===== config.mk =====
export PLATFORM = sky130hd
export DESIGN_NAME = sssp_top
export DESIGN_NICKNAME = d
export VERILOG_FILES = /design/src/design/sssp_pkg.sv /design/src/design/sssp_top.sv
export SDC_FILE = /design/constraint.sdc
export NUM_CORES = 1
export LEC_CHECK = 0
export BUFFER_PORTS_ARGS = -buffer_cell sky130_fd_sc_hd__buf_4
export CORE_ASPECT_RATIO = 1.25
export CORE_MARGIN = 4
export CORE_UTILIZATION = 36
export CTS_BUF_LIST = sky130_fd_sc_hd__clkbuf_16
export CTS_CLUSTER_SIZE = 16
export DETAILED_ROUTE_END_ITERATION = 10
export PLACE_DENSITY = 0.61
export SYNTH_ARGS = -nofsm -noshare
export SYNTH_HDL_FRONTEND = slang
export SYNTH_SLANG_ARGS = --single-unit
export TNS_END_PERCENT = 20

===== constraint.sdc =====
create_clock -name pclk -period 4.4 [get_ports pclk]
set_clock_uncertainty 0.2 [all_clocks]
set_input_delay 0.66 -clock pclk [delete_from_list [all_inputs] [get_ports pclk]]
set_output_delay 0.66 -clock pclk [all_outputs]
set_load 0.005 [all_outputs]

===== src/design/sssp_pkg.sv =====
package sssp_pkg;
	// printed offsets are register indices; byte address is four times the index
	localparam logic [11:0] SSSP_IDX_IRQ = 12'h003;
	localparam logic [11:0] SSSP_IDX_MODE = 12'h005;
	localparam logic [11:0] SSSP_IDX_DLO = 12'h006;
	localparam logic [11:0] SSSP_IDX_DHI = 12'h007;
	localparam logic [11:0] SSSP_IDX_PINF = 12'h004;
	localparam logic [11:0] SSSP_IDX_IE = 12'h000;
	localparam logic [11:0] SSSP_ADDR_IRQ = 12'h00c;
	localparam logic [11:0] SSSP_ADDR_MODE = 12'h014;
	localparam logic [11:0] SSSP_ADDR_DLO = 12'h018;
	localparam logic [11:0] SSSP_ADDR_DHI = 12'h01c;
	localparam logic [11:0] SSSP_ADDR_PINF = 12'h010;
	localparam logic [11:0] SSSP_ADDR_IE = 12'h000;
	// field positions
	localparam int SSSP_FLAG_BIT = 0;
	localparam int SSSP_MASK_BIT = 1;
	localparam int SSSP_PIN_BIT = 3;
	localparam int SSSP_DIN_BIT = 1;
	localparam int SSSP_DOUT_BIT = 0;
	// reset values
	localparam logic [3:0] SSSP_MODE_RST = 4'h0;
	localparam logic [3:0] SSSP_PINF_RST = 4'h0;
	localparam logic SSSP_MASK_RST = 1'b1;
	// mode register write takes effect this many cycles later
	localparam logic [1:0] SSSP_MODE_DELAY = 2'h2;
	// clock source codes
	localparam logic [2:0] SSSP_SRC_SYS = 3'h6;
	localparam logic [2:0] SSSP_SRC_EXT = 3'h7;
	localparam logic [2:0] SSSP_BITS_LAST = 3'h7;
	localparam logic [11:0] SSSP_DIV_MAX = 12'hfff;
	typedef enum logic [1:0] {SSSP_WAIT_START, SSSP_WAIT_CLK, SSSP_XFER} sssp_state_e;
endpackage


===== src/design/sssp_top.sv =====
`timescale 1ns/1ps
`default_nettype none
module sssp_top
	import sssp_pkg::*;
#(
	parameter int DIV_W = 12
)
(
	input wire logic pclk,
	input wire logic presetn,
	input wire logic psel,
	input wire logic penable,
	input wire logic pwrite,
	input wire logic [11:0] paddr,
	input wire logic [31:0] pwdata,
	output logic [31:0] prdata,
	output logic pready,
	output logic pslverr,
	input wire logic start_shift_cmd,
	input wire logic sck_in,
	output logic sck_out,
	output logic sck_oe,
	input wire logic sdi_in,
	output logic sdo_out,
	output logic sdo_oe,
	output logic clk_pin_serial,
	output logic data_in_pin_serial,
	output logic serial_irq_req
);
	// apb decode
	logic wr_en, rd_en;
	logic [3:0] mode_q, mode_pend_q, pinf_q;
	logic [1:0] mode_dly_q;
	logic mode_wr;
	logic flag_q, mask_q, gie_q;
	logic [7:0] shreg_q;
	logic [2:0] cnt_q;
	sssp_state_e state_q;
	logic sck_s1_q, sck_s2_q, sck_s3_q;
	logic [DIV_W-1:0] div_q;
	logic gen_q, gen_run_q;
	logic [3:0] gen_cnt_q;
	logic ser_clk, fall_ev, rise_ev, ext_sel;
	logic [11:0] div_lim;
	logic pinf_chg;
	logic abort_ev, wrap_ev;

	// strobes qualified to the access phase only; the slave never stalls,
	// so an access phase lasts one cycle and these pulse exactly once
	assign wr_en = psel & penable & pwrite;
	assign rd_en = psel & penable & ~pwrite;
	assign mode_wr = wr_en & (paddr == SSSP_ADDR_MODE);
	assign pinf_chg = wr_en & (paddr == SSSP_ADDR_PINF) & (pwdata[1:0] != pinf_q[1:0]);

	// zero-wait slave, errors on unmapped
	always_ff @(posedge pclk or negedge presetn)
	begin
		if (!presetn)
		begin
			prdata <= 32'h0;
			pready <= 1'b0;
			pslverr <= 1'b0;
		end
		else
		begin
			pready <= psel & ~penable;
			pslverr <= 1'b0;
			prdata <= 32'h0;
			if (psel & ~penable)
			begin
				unique case (paddr)
					SSSP_ADDR_IRQ: prdata <= {30'h0, mask_q, flag_q};
					SSSP_ADDR_DLO: prdata <= {28'h0, shreg_q[3:0]};
					SSSP_ADDR_DHI: prdata <= {28'h0, shreg_q[7:4]};
					SSSP_ADDR_IE: prdata <= {31'h0, gie_q};
					SSSP_ADDR_MODE, SSSP_ADDR_PINF: prdata <= 32'h0; // write-only
					default: pslverr <= 1'b1;
				endcase
			end
		end
	end

	// write-only mode register with two-cycle delayed effect
	always_ff @(posedge pclk or negedge presetn)
	begin
		if (!presetn)
		begin
			mode_q <= SSSP_MODE_RST;
			mode_pend_q <= SSSP_MODE_RST;
			mode_dly_q <= 2'h0;
		end
		else if (mode_wr & pready)
		begin
			mode_pend_q <= pwdata[3:0];
			mode_dly_q <= SSSP_MODE_DELAY;
		end
		else if (mode_dly_q != 2'h0)
		begin
			mode_dly_q <= mode_dly_q - 2'h1;
			if (mode_dly_q == 2'h1)
				mode_q <= mode_pend_q;
		end
	end

	// pin function and global enable registers
	always_ff @(posedge pclk or negedge presetn)
	begin
		if (!presetn)
		begin
			pinf_q <= SSSP_PINF_RST;
			gie_q <= 1'b0;
		end
		else if (wr_en & pready)
		begin
			if (paddr == SSSP_ADDR_PINF)
				pinf_q <= pwdata[3:0];
			if (paddr == SSSP_ADDR_IE)
				gie_q <= pwdata[0];
		end
	end

	// external clock synchroniser and edge detect
	always_ff @(posedge pclk or negedge presetn)
	begin
		if (!presetn)
		begin
			sck_s1_q <= 1'b1;
			sck_s2_q <= 1'b1;
			sck_s3_q <= 1'b1;
		end
		else
		begin
			sck_s1_q <= sck_in;
			sck_s2_q <= sck_s1_q;
			sck_s3_q <= sck_s2_q;
		end
	end

	// divide limit: half period minus one in system clocks
	always_comb
	begin
		unique case (mode_q[2:0])
			3'h0: div_lim = 12'h7ff;
			3'h1: div_lim = 12'h1ff;
			3'h2: div_lim = 12'h07f;
			3'h3: div_lim = 12'h01f;
			3'h4: div_lim = 12'h007;
			3'h5: div_lim = 12'h001;
			default: div_lim = 12'h000;
		endcase
	end

	assign ext_sel = (mode_q[2:0] == SSSP_SRC_EXT);

	// internal clock generator, eight periods per start or free run
	always_ff @(posedge pclk or negedge presetn)
	begin
		if (!presetn)
		begin
			div_q <= '0;
			gen_q <= 1'b1;
			gen_run_q <= 1'b0;
			gen_cnt_q <= 4'h0;
		end
		else if (mode_wr)
		begin
			gen_run_q <= 1'b0;
			gen_q <= 1'b1;
			div_q <= '0;
		end
		else if (start_shift_cmd & ~ext_sel & mode_q[SSSP_PIN_BIT])
		begin
			gen_run_q <= 1'b1;
			gen_cnt_q <= 4'h0;
			div_q <= '0;
			gen_q <= 1'b1;
		end
		else if (gen_run_q)
		begin
			if ((mode_q[2:0] == SSSP_SRC_SYS) || (div_q == div_lim[DIV_W-1:0]))
			begin
				div_q <= '0;
				gen_q <= ~gen_q;
				if (!gen_q)
				begin
					gen_cnt_q <= gen_cnt_q + 4'h1;
					if ((gen_cnt_q == 4'h7) && (pinf_q[1:0] != 2'h0))
						gen_run_q <= 1'b0;
				end
			end
			else
				div_q <= div_q + 1'b1;
		end
	end

	assign ser_clk = ext_sel ? sck_s2_q : gen_q;
	assign fall_ev = ext_sel ? (sck_s3_q & ~sck_s2_q) : (gen_run_q & gen_q & ((mode_q[2:0] == SSSP_SRC_SYS) || (div_q == div_lim[DIV_W-1:0])));
	assign rise_ev = ext_sel ? (~sck_s3_q & sck_s2_q) : (gen_run_q & ~gen_q & ((mode_q[2:0] == SSSP_SRC_SYS) || (div_q == div_lim[DIV_W-1:0])));
	// abort: counter cleared by a mode write or a start while a frame runs
	assign abort_ev = (mode_wr | start_shift_cmd) & (state_q == SSSP_XFER);
	// wrap: eighth rising edge of the frame
	assign wrap_ev = (state_q == SSSP_XFER) & rise_ev & (cnt_q == SSSP_BITS_LAST);

	// operating state machine and counter
	always_ff @(posedge pclk or negedge presetn)
	begin
		if (!presetn)
		begin
			state_q <= SSSP_WAIT_START;
			cnt_q <= 3'h0;
		end
		else if (mode_wr | pinf_chg)
		begin
			state_q <= SSSP_WAIT_START;
			cnt_q <= 3'h0;
		end
		else if (start_shift_cmd)
		begin
			cnt_q <= 3'h0;
			state_q <= SSSP_WAIT_CLK;
		end
		else
		begin
			unique case (state_q)
				SSSP_WAIT_START: cnt_q <= 3'h0;
				SSSP_WAIT_CLK:
				begin
					if (fall_ev && pinf_q[1:0] != 2'h0)
						state_q <= SSSP_XFER;
				end
				SSSP_XFER:
				begin
					if (rise_ev)
					begin
						cnt_q <= cnt_q + 3'h1;
						if (cnt_q == SSSP_BITS_LAST)
							state_q <= SSSP_WAIT_CLK;
					end
				end
			endcase
		end
	end

	// shift register: lsb out on falling, lsb-first sample into msb on rising
	always_ff @(posedge pclk or negedge presetn)
	begin
		if (!presetn)
			shreg_q <= 8'h0;
		else if (wr_en & pready & (paddr == SSSP_ADDR_DLO))
			shreg_q[3:0] <= pwdata[3:0];
		else if (wr_en & pready & (paddr == SSSP_ADDR_DHI))
			shreg_q[7:4] <= pwdata[3:0];
		else if ((state_q == SSSP_XFER) & rise_ev)
			shreg_q <= {sdi_in, shreg_q[7:1]};
	end

	// data-out latch: outside start-wait the next bit appears only on a serial falling edge,
	// so the pin stays put across the rising edge where the peer samples
	always_ff @(posedge pclk or negedge presetn)
	begin
		if (!presetn)
			sdo_out <= 1'b1;
		else if (fall_ev && (state_q != SSSP_WAIT_START))
			sdo_out <= shreg_q[0];
		else if (state_q == SSSP_WAIT_START)
			sdo_out <= shreg_q[0]; // idle: show the first bit to go
	end

	// flag and mask: hardware set wins over software clear
	always_ff @(posedge pclk or negedge presetn)
	begin
		if (!presetn)
		begin
			flag_q <= 1'b0;
			mask_q <= SSSP_MASK_RST;
		end
		else
		begin
			if (wrap_ev | abort_ev)
				flag_q <= 1'b1;
			else if (wr_en & pready & (paddr == SSSP_ADDR_IRQ))
				flag_q <= pwdata[SSSP_FLAG_BIT];
			if (wr_en & pready & (paddr == SSSP_ADDR_IRQ))
				mask_q <= pwdata[SSSP_MASK_BIT];
		end
	end

	// registered pin drive and request
	always_ff @(posedge pclk or negedge presetn)
	begin
		if (!presetn)
		begin
			sck_out <= 1'b1;
			sck_oe <= 1'b0;
			sdo_oe <= 1'b0;
			clk_pin_serial <= 1'b0;
			data_in_pin_serial <= 1'b0;
			serial_irq_req <= 1'b0;
		end
		else
		begin
			sck_out <= gen_q;
			sck_oe <= mode_q[SSSP_PIN_BIT] & ~ext_sel;
			clk_pin_serial <= mode_q[SSSP_PIN_BIT];
			sdo_oe <= pinf_q[SSSP_DOUT_BIT];
			data_in_pin_serial <= pinf_q[SSSP_DIN_BIT];
			serial_irq_req <= flag_q & ~mask_q & gie_q;
		end
	end

	// unused level kept for reference of active clock
	logic unused_clk;
	assign unused_clk = ser_clk;

	// flag sets within one cycle of a counter wrap
	wrap_flag_a: assert property (@(posedge pclk) disable iff (!presetn)
		wrap_ev |=> flag_q) else $error("flag not set on wrap");
	// mode write clears counter and returns to start-wait
	mode_clear_a: assert property (@(posedge pclk) disable iff (!presetn)
		mode_wr |=> (cnt_q == 3'h0) && (state_q == SSSP_WAIT_START)) else $error("mode write bad");
	// start clears counter, enters clock-wait
	start_go_a: assert property (@(posedge pclk) disable iff (!presetn)
		start_shift_cmd && !mode_wr && !pinf_chg |=> state_q == SSSP_WAIT_CLK && cnt_q == 3'h0) else $error("start bad");
	// start-wait ignores clocks
	idle_hold_a: assert property (@(posedge pclk) disable iff (!presetn)
		state_q == SSSP_WAIT_START && !start_shift_cmd |=> state_q == SSSP_WAIT_START) else $error("left start-wait");
	// mode takes effect two cycles after write
	mode_delay_a: assert property (@(posedge pclk) disable iff (!presetn)
		mode_wr && pready ##1 !mode_wr[*2] |=> mode_q == $past(pwdata[3:0], 3)) else $error("mode delay bad");
	// request only with flag, unmasked, enabled
	irq_gate_a: assert property (@(posedge pclk) disable iff (!presetn)
		serial_irq_req |-> $past(flag_q && !mask_q && gie_q)) else $error("irq gate bad");
	// counter advances by one on each rising edge in transfer
	cnt_step_a: assert property (@(posedge pclk) disable iff (!presetn)
		state_q == SSSP_XFER && rise_ev && !mode_wr && !pinf_chg && !start_shift_cmd
		|=> cnt_q == $past(cnt_q) + 3'h1) else $error("count step bad");
	// continuous mode never enters transfer
	cont_stay_a: assert property (@(posedge pclk) disable iff (!presetn)
		state_q == SSSP_WAIT_CLK && pinf_q[1:0] == 2'h0 && !mode_wr && !pinf_chg |=> state_q != SSSP_XFER) else $error("continuous left wait");
	// data out holds between serial falling edges during a frame
	sdo_hold_a: assert property (@(posedge pclk) disable iff (!presetn)
		state_q == SSSP_XFER && !fall_ev |=> $stable(sdo_out)) else $error("data out moved off edge");
	// an aborted frame raises the flag
	abort_flag_a: assert property (@(posedge pclk) disable iff (!presetn)
		abort_ev |=> flag_q) else $error("flag not set on abort");
endmodule
`default_nettype wire


==> metrics.cfg <==
[cts]
cts_resized=0
numCtsBuffers=9
cts_tree=built
cts_setup_buffers=0
clockRootBuffer=clkbuf_16
cts.hold.buffers_added=0
clock_path_buffers=2
clk_pin_slew_ps=50
ctsHtreeMaxLevel=3
insertion_delay_ps=330
clock-sinks=62

[place]
post-dp-hpwl_mm=5.80
portBuffers=36
postPlaceCellArea_um2=3870
pre_cts_ws_ps=1240
gp_congestion=0.812

[logic_synthesis]
yosysUniqueCellTypes=65
syn_inst=379
ys_async_sr_fraction=1.00
ys.flop_type=dfrtp_1
synth_area_per_cell_um2=9.56
synth_edf_count=0
yosys_warnings=0
synth_area_um2=3620
yosysSeqAreaShare=0.431
ys_ff_latch=62

[hold_path]
whs_path_depth=0
hold_start=sck_s1_q
holdCritPathClass=reg -> reg

[global_routing]
top_usage_layer=met2
grtUsageTotal=0.138
gr-usage-met3=0.0343
grt.overflow.total=0
grt_use_met2=0.243
grt_max_degree=63
antenna_found_initial=0
grt_pass1_wl_mm=13.1
grt_pass1_vias=2716
grtUsageMet1=0.166

[sta]
drv_slew=0
tightest_slew_ps=1220
hold_violations=0
setup_ws_ps=1170
period_minus_slack_ps=3230
hold_ws_ps=158
final-setup-viol-count=0
relSlewSlack=0.179
fin_crit_sh=0.734
max_freq_mhz=310
grt_setup_unrepaired=no
tns_ps=0

[floorplan]
die_h_um=120
initial_core_util=0.373
die_x_um=97.7
dieArea_um2=11700
rows=40
core-area_um2=9710
ioPinCount=93

[critical_path]
critical-path-slowest-cell=o31a_1
crit_family=compound AO/OA/AOI/OAI gates
cp_max_fo=25
cp-start-kind=flip-flop
path_depth=6
rr_startpoint=mode_q[1]
ff2ff_path_depth=6
crit_arrival_ps=3250
max_stage_delay_ps=800
crit_start=mode_q[1]
worstSetupPathType=reg -> reg
path_buf_inv=0
cp.required_ps=4420
endpoint_kind=flip-flop
r2r_slack_ps=1170
path_cells=nor3_1 > mux2_2 > nand2b_1 > o31a_1 > nand3_1 > o31ai_1

[detailed_routing]
via_per_inst=5.27
num_vias=2845
wl_mm=8.08
drtPass1Iterations=5
ant_nets=0
drt-initial-drc-count=159
drc=0
routedWlPerCell_um=15.0

[final_layout]
nets=467
final_common_cell=dfrtp_1
areaGrowthSynthToFinish_pct=15.3
diodes=0
layout_common_cells=55 x dfrtp_1, 38 x buf_4, 29 x nand2_1, 28 x conb_1, 24 x nand3_1
drive_gt1_frac=0.188
finalInstanceArea_um2=4180
final_util=0.430

[power_and_ir_drop]
p_int_mw=1.15
p_sw_frac=0.234
p_switching_uw=349
p_per_area_nw_per_um2=358
p_seq_frac=0.407
power_frac_clock=0.493
combPwrFrac=0.101
ir_worst_vdd_mv=0.188
p_leak_nw=1.87

[run_status]
status=complete, no violations

[run]
maxCapViolCount=0

## final timing paths
check / end
max reg2reg: div_q[6]
max: div_q[6]
min in group asynchronous: div_q[6]
min: sck_s2_q
max in group asynchronous: gen_cnt_q[1]
min reg2reg: sck_s2_q
## kinds of logic (layout without fill, tap and decap cells)
family                     after synthesis  after routing  share of synthesized area
and+or+nand+nor                        151            151                      0.233
AOI/OAI and AO/OA                       73             73                      0.156
buffers and inverters                   67             75                      0.103
DFF                                     62             62                      0.431
muxes                                   15             15                     0.0452
adders and majority gates                6              6                     0.0207
xor gates and xnor gates                 4              4                    0.00967
other                                    1             28                    0.00104
## area by class of cell
class / instances / area (um^2)
inverters: 21 / 78.8
clock inverters: 7 / 81.3
fillers: 963 / 5530
repair buffers: 38 / 285
clock buffers: 9 / 225
well taps: 126 / 158
multi-input cells: 277 / 1790
flip-flops and latches: 62 / 1560
## power groups by stage
| stage | Combinational, mW | Clock (mW) | Sequential, mW |
|---|---|---|---|
| 2_1_floorplan | 0.125 | 0 | 0.611 |
| 3_3_place_gp | 0.148 | 0 | 0.616 |
| 3_5_place_dp | 0.153 | 0 | 0.618 |
| 4_1_cts | 0.154 | 0.749 | 0.608 |
| 5_1_grt | 0.175 | 0.775 | 0.610 |
| 6_report | 0.150 | 0.736 | 0.608 |
## cells in the mapped netlist, drive strengths merged (5+ instances only)
| master | instances | area [um^2] |
|---|---|---|
| nand3 | 25 | 130 |
| nand2 | 29 | 109 |
| nor2 | 20 | 75.1 |
| nand2b | 7 | 43.8 |
| nand4 | 6 | 37.5 |
| a32oi | 6 | 52.6 |
| dfrtp | 55 | 1380 |
| o31ai | 7 | 52.6 |
| nor2b | 6 | 37.5 |
| a221oi | 8 | 70.1 |
| inv | 21 | 78.8 |
| a22oi | 6 | 45.0 |
| nand3b | 5 | 37.5 |
| a211oi | 5 | 37.5 |
| o21ai | 11 | 66.3 |
| or2 | 5 | 31.3 |
| mux2 | 11 | 124 |
| dfstp | 7 | 184 |
| and2 | 9 | 61.3 |
| ha | 6 | 75.1 |
| nor3 | 11 | 65.1 |
| clkbuf | 10 | 37.5 |
| buf | 36 | 258 |
| and3 | 10 | 62.6 |
| o211ai | 9 | 67.6 |
## flip-flops by register name, summed over array words and instances (netlist names), 2 cells and up
signal	flops
shreg_q	8
mode_dly_q	2
mode_q	4
state_q	2
cnt_q	3
pinf_q	2
mode_pend_q	4
div_q	12
prdata	4
gen_cnt_q	4
## per-stage QoR
stage / cells / total power [mW]
6_report: 540 / 1.49
2_1_floorplan: 406 / 0.735
5_1_grt: 540 / 1.56
3_5_place_dp: 524 / 0.771
4_1_cts: 540 / 1.51
3_3_place_gp: 524 / 0.764
## layer usage
layer / wire (um) / vias up
met4: 82 / 0
met2: 4130 / 72
met5: 0 / -
li1: - / 1379
met3: 317 / 8
met1: 3540 / 1386
Power figures use the tool's default switching activity.
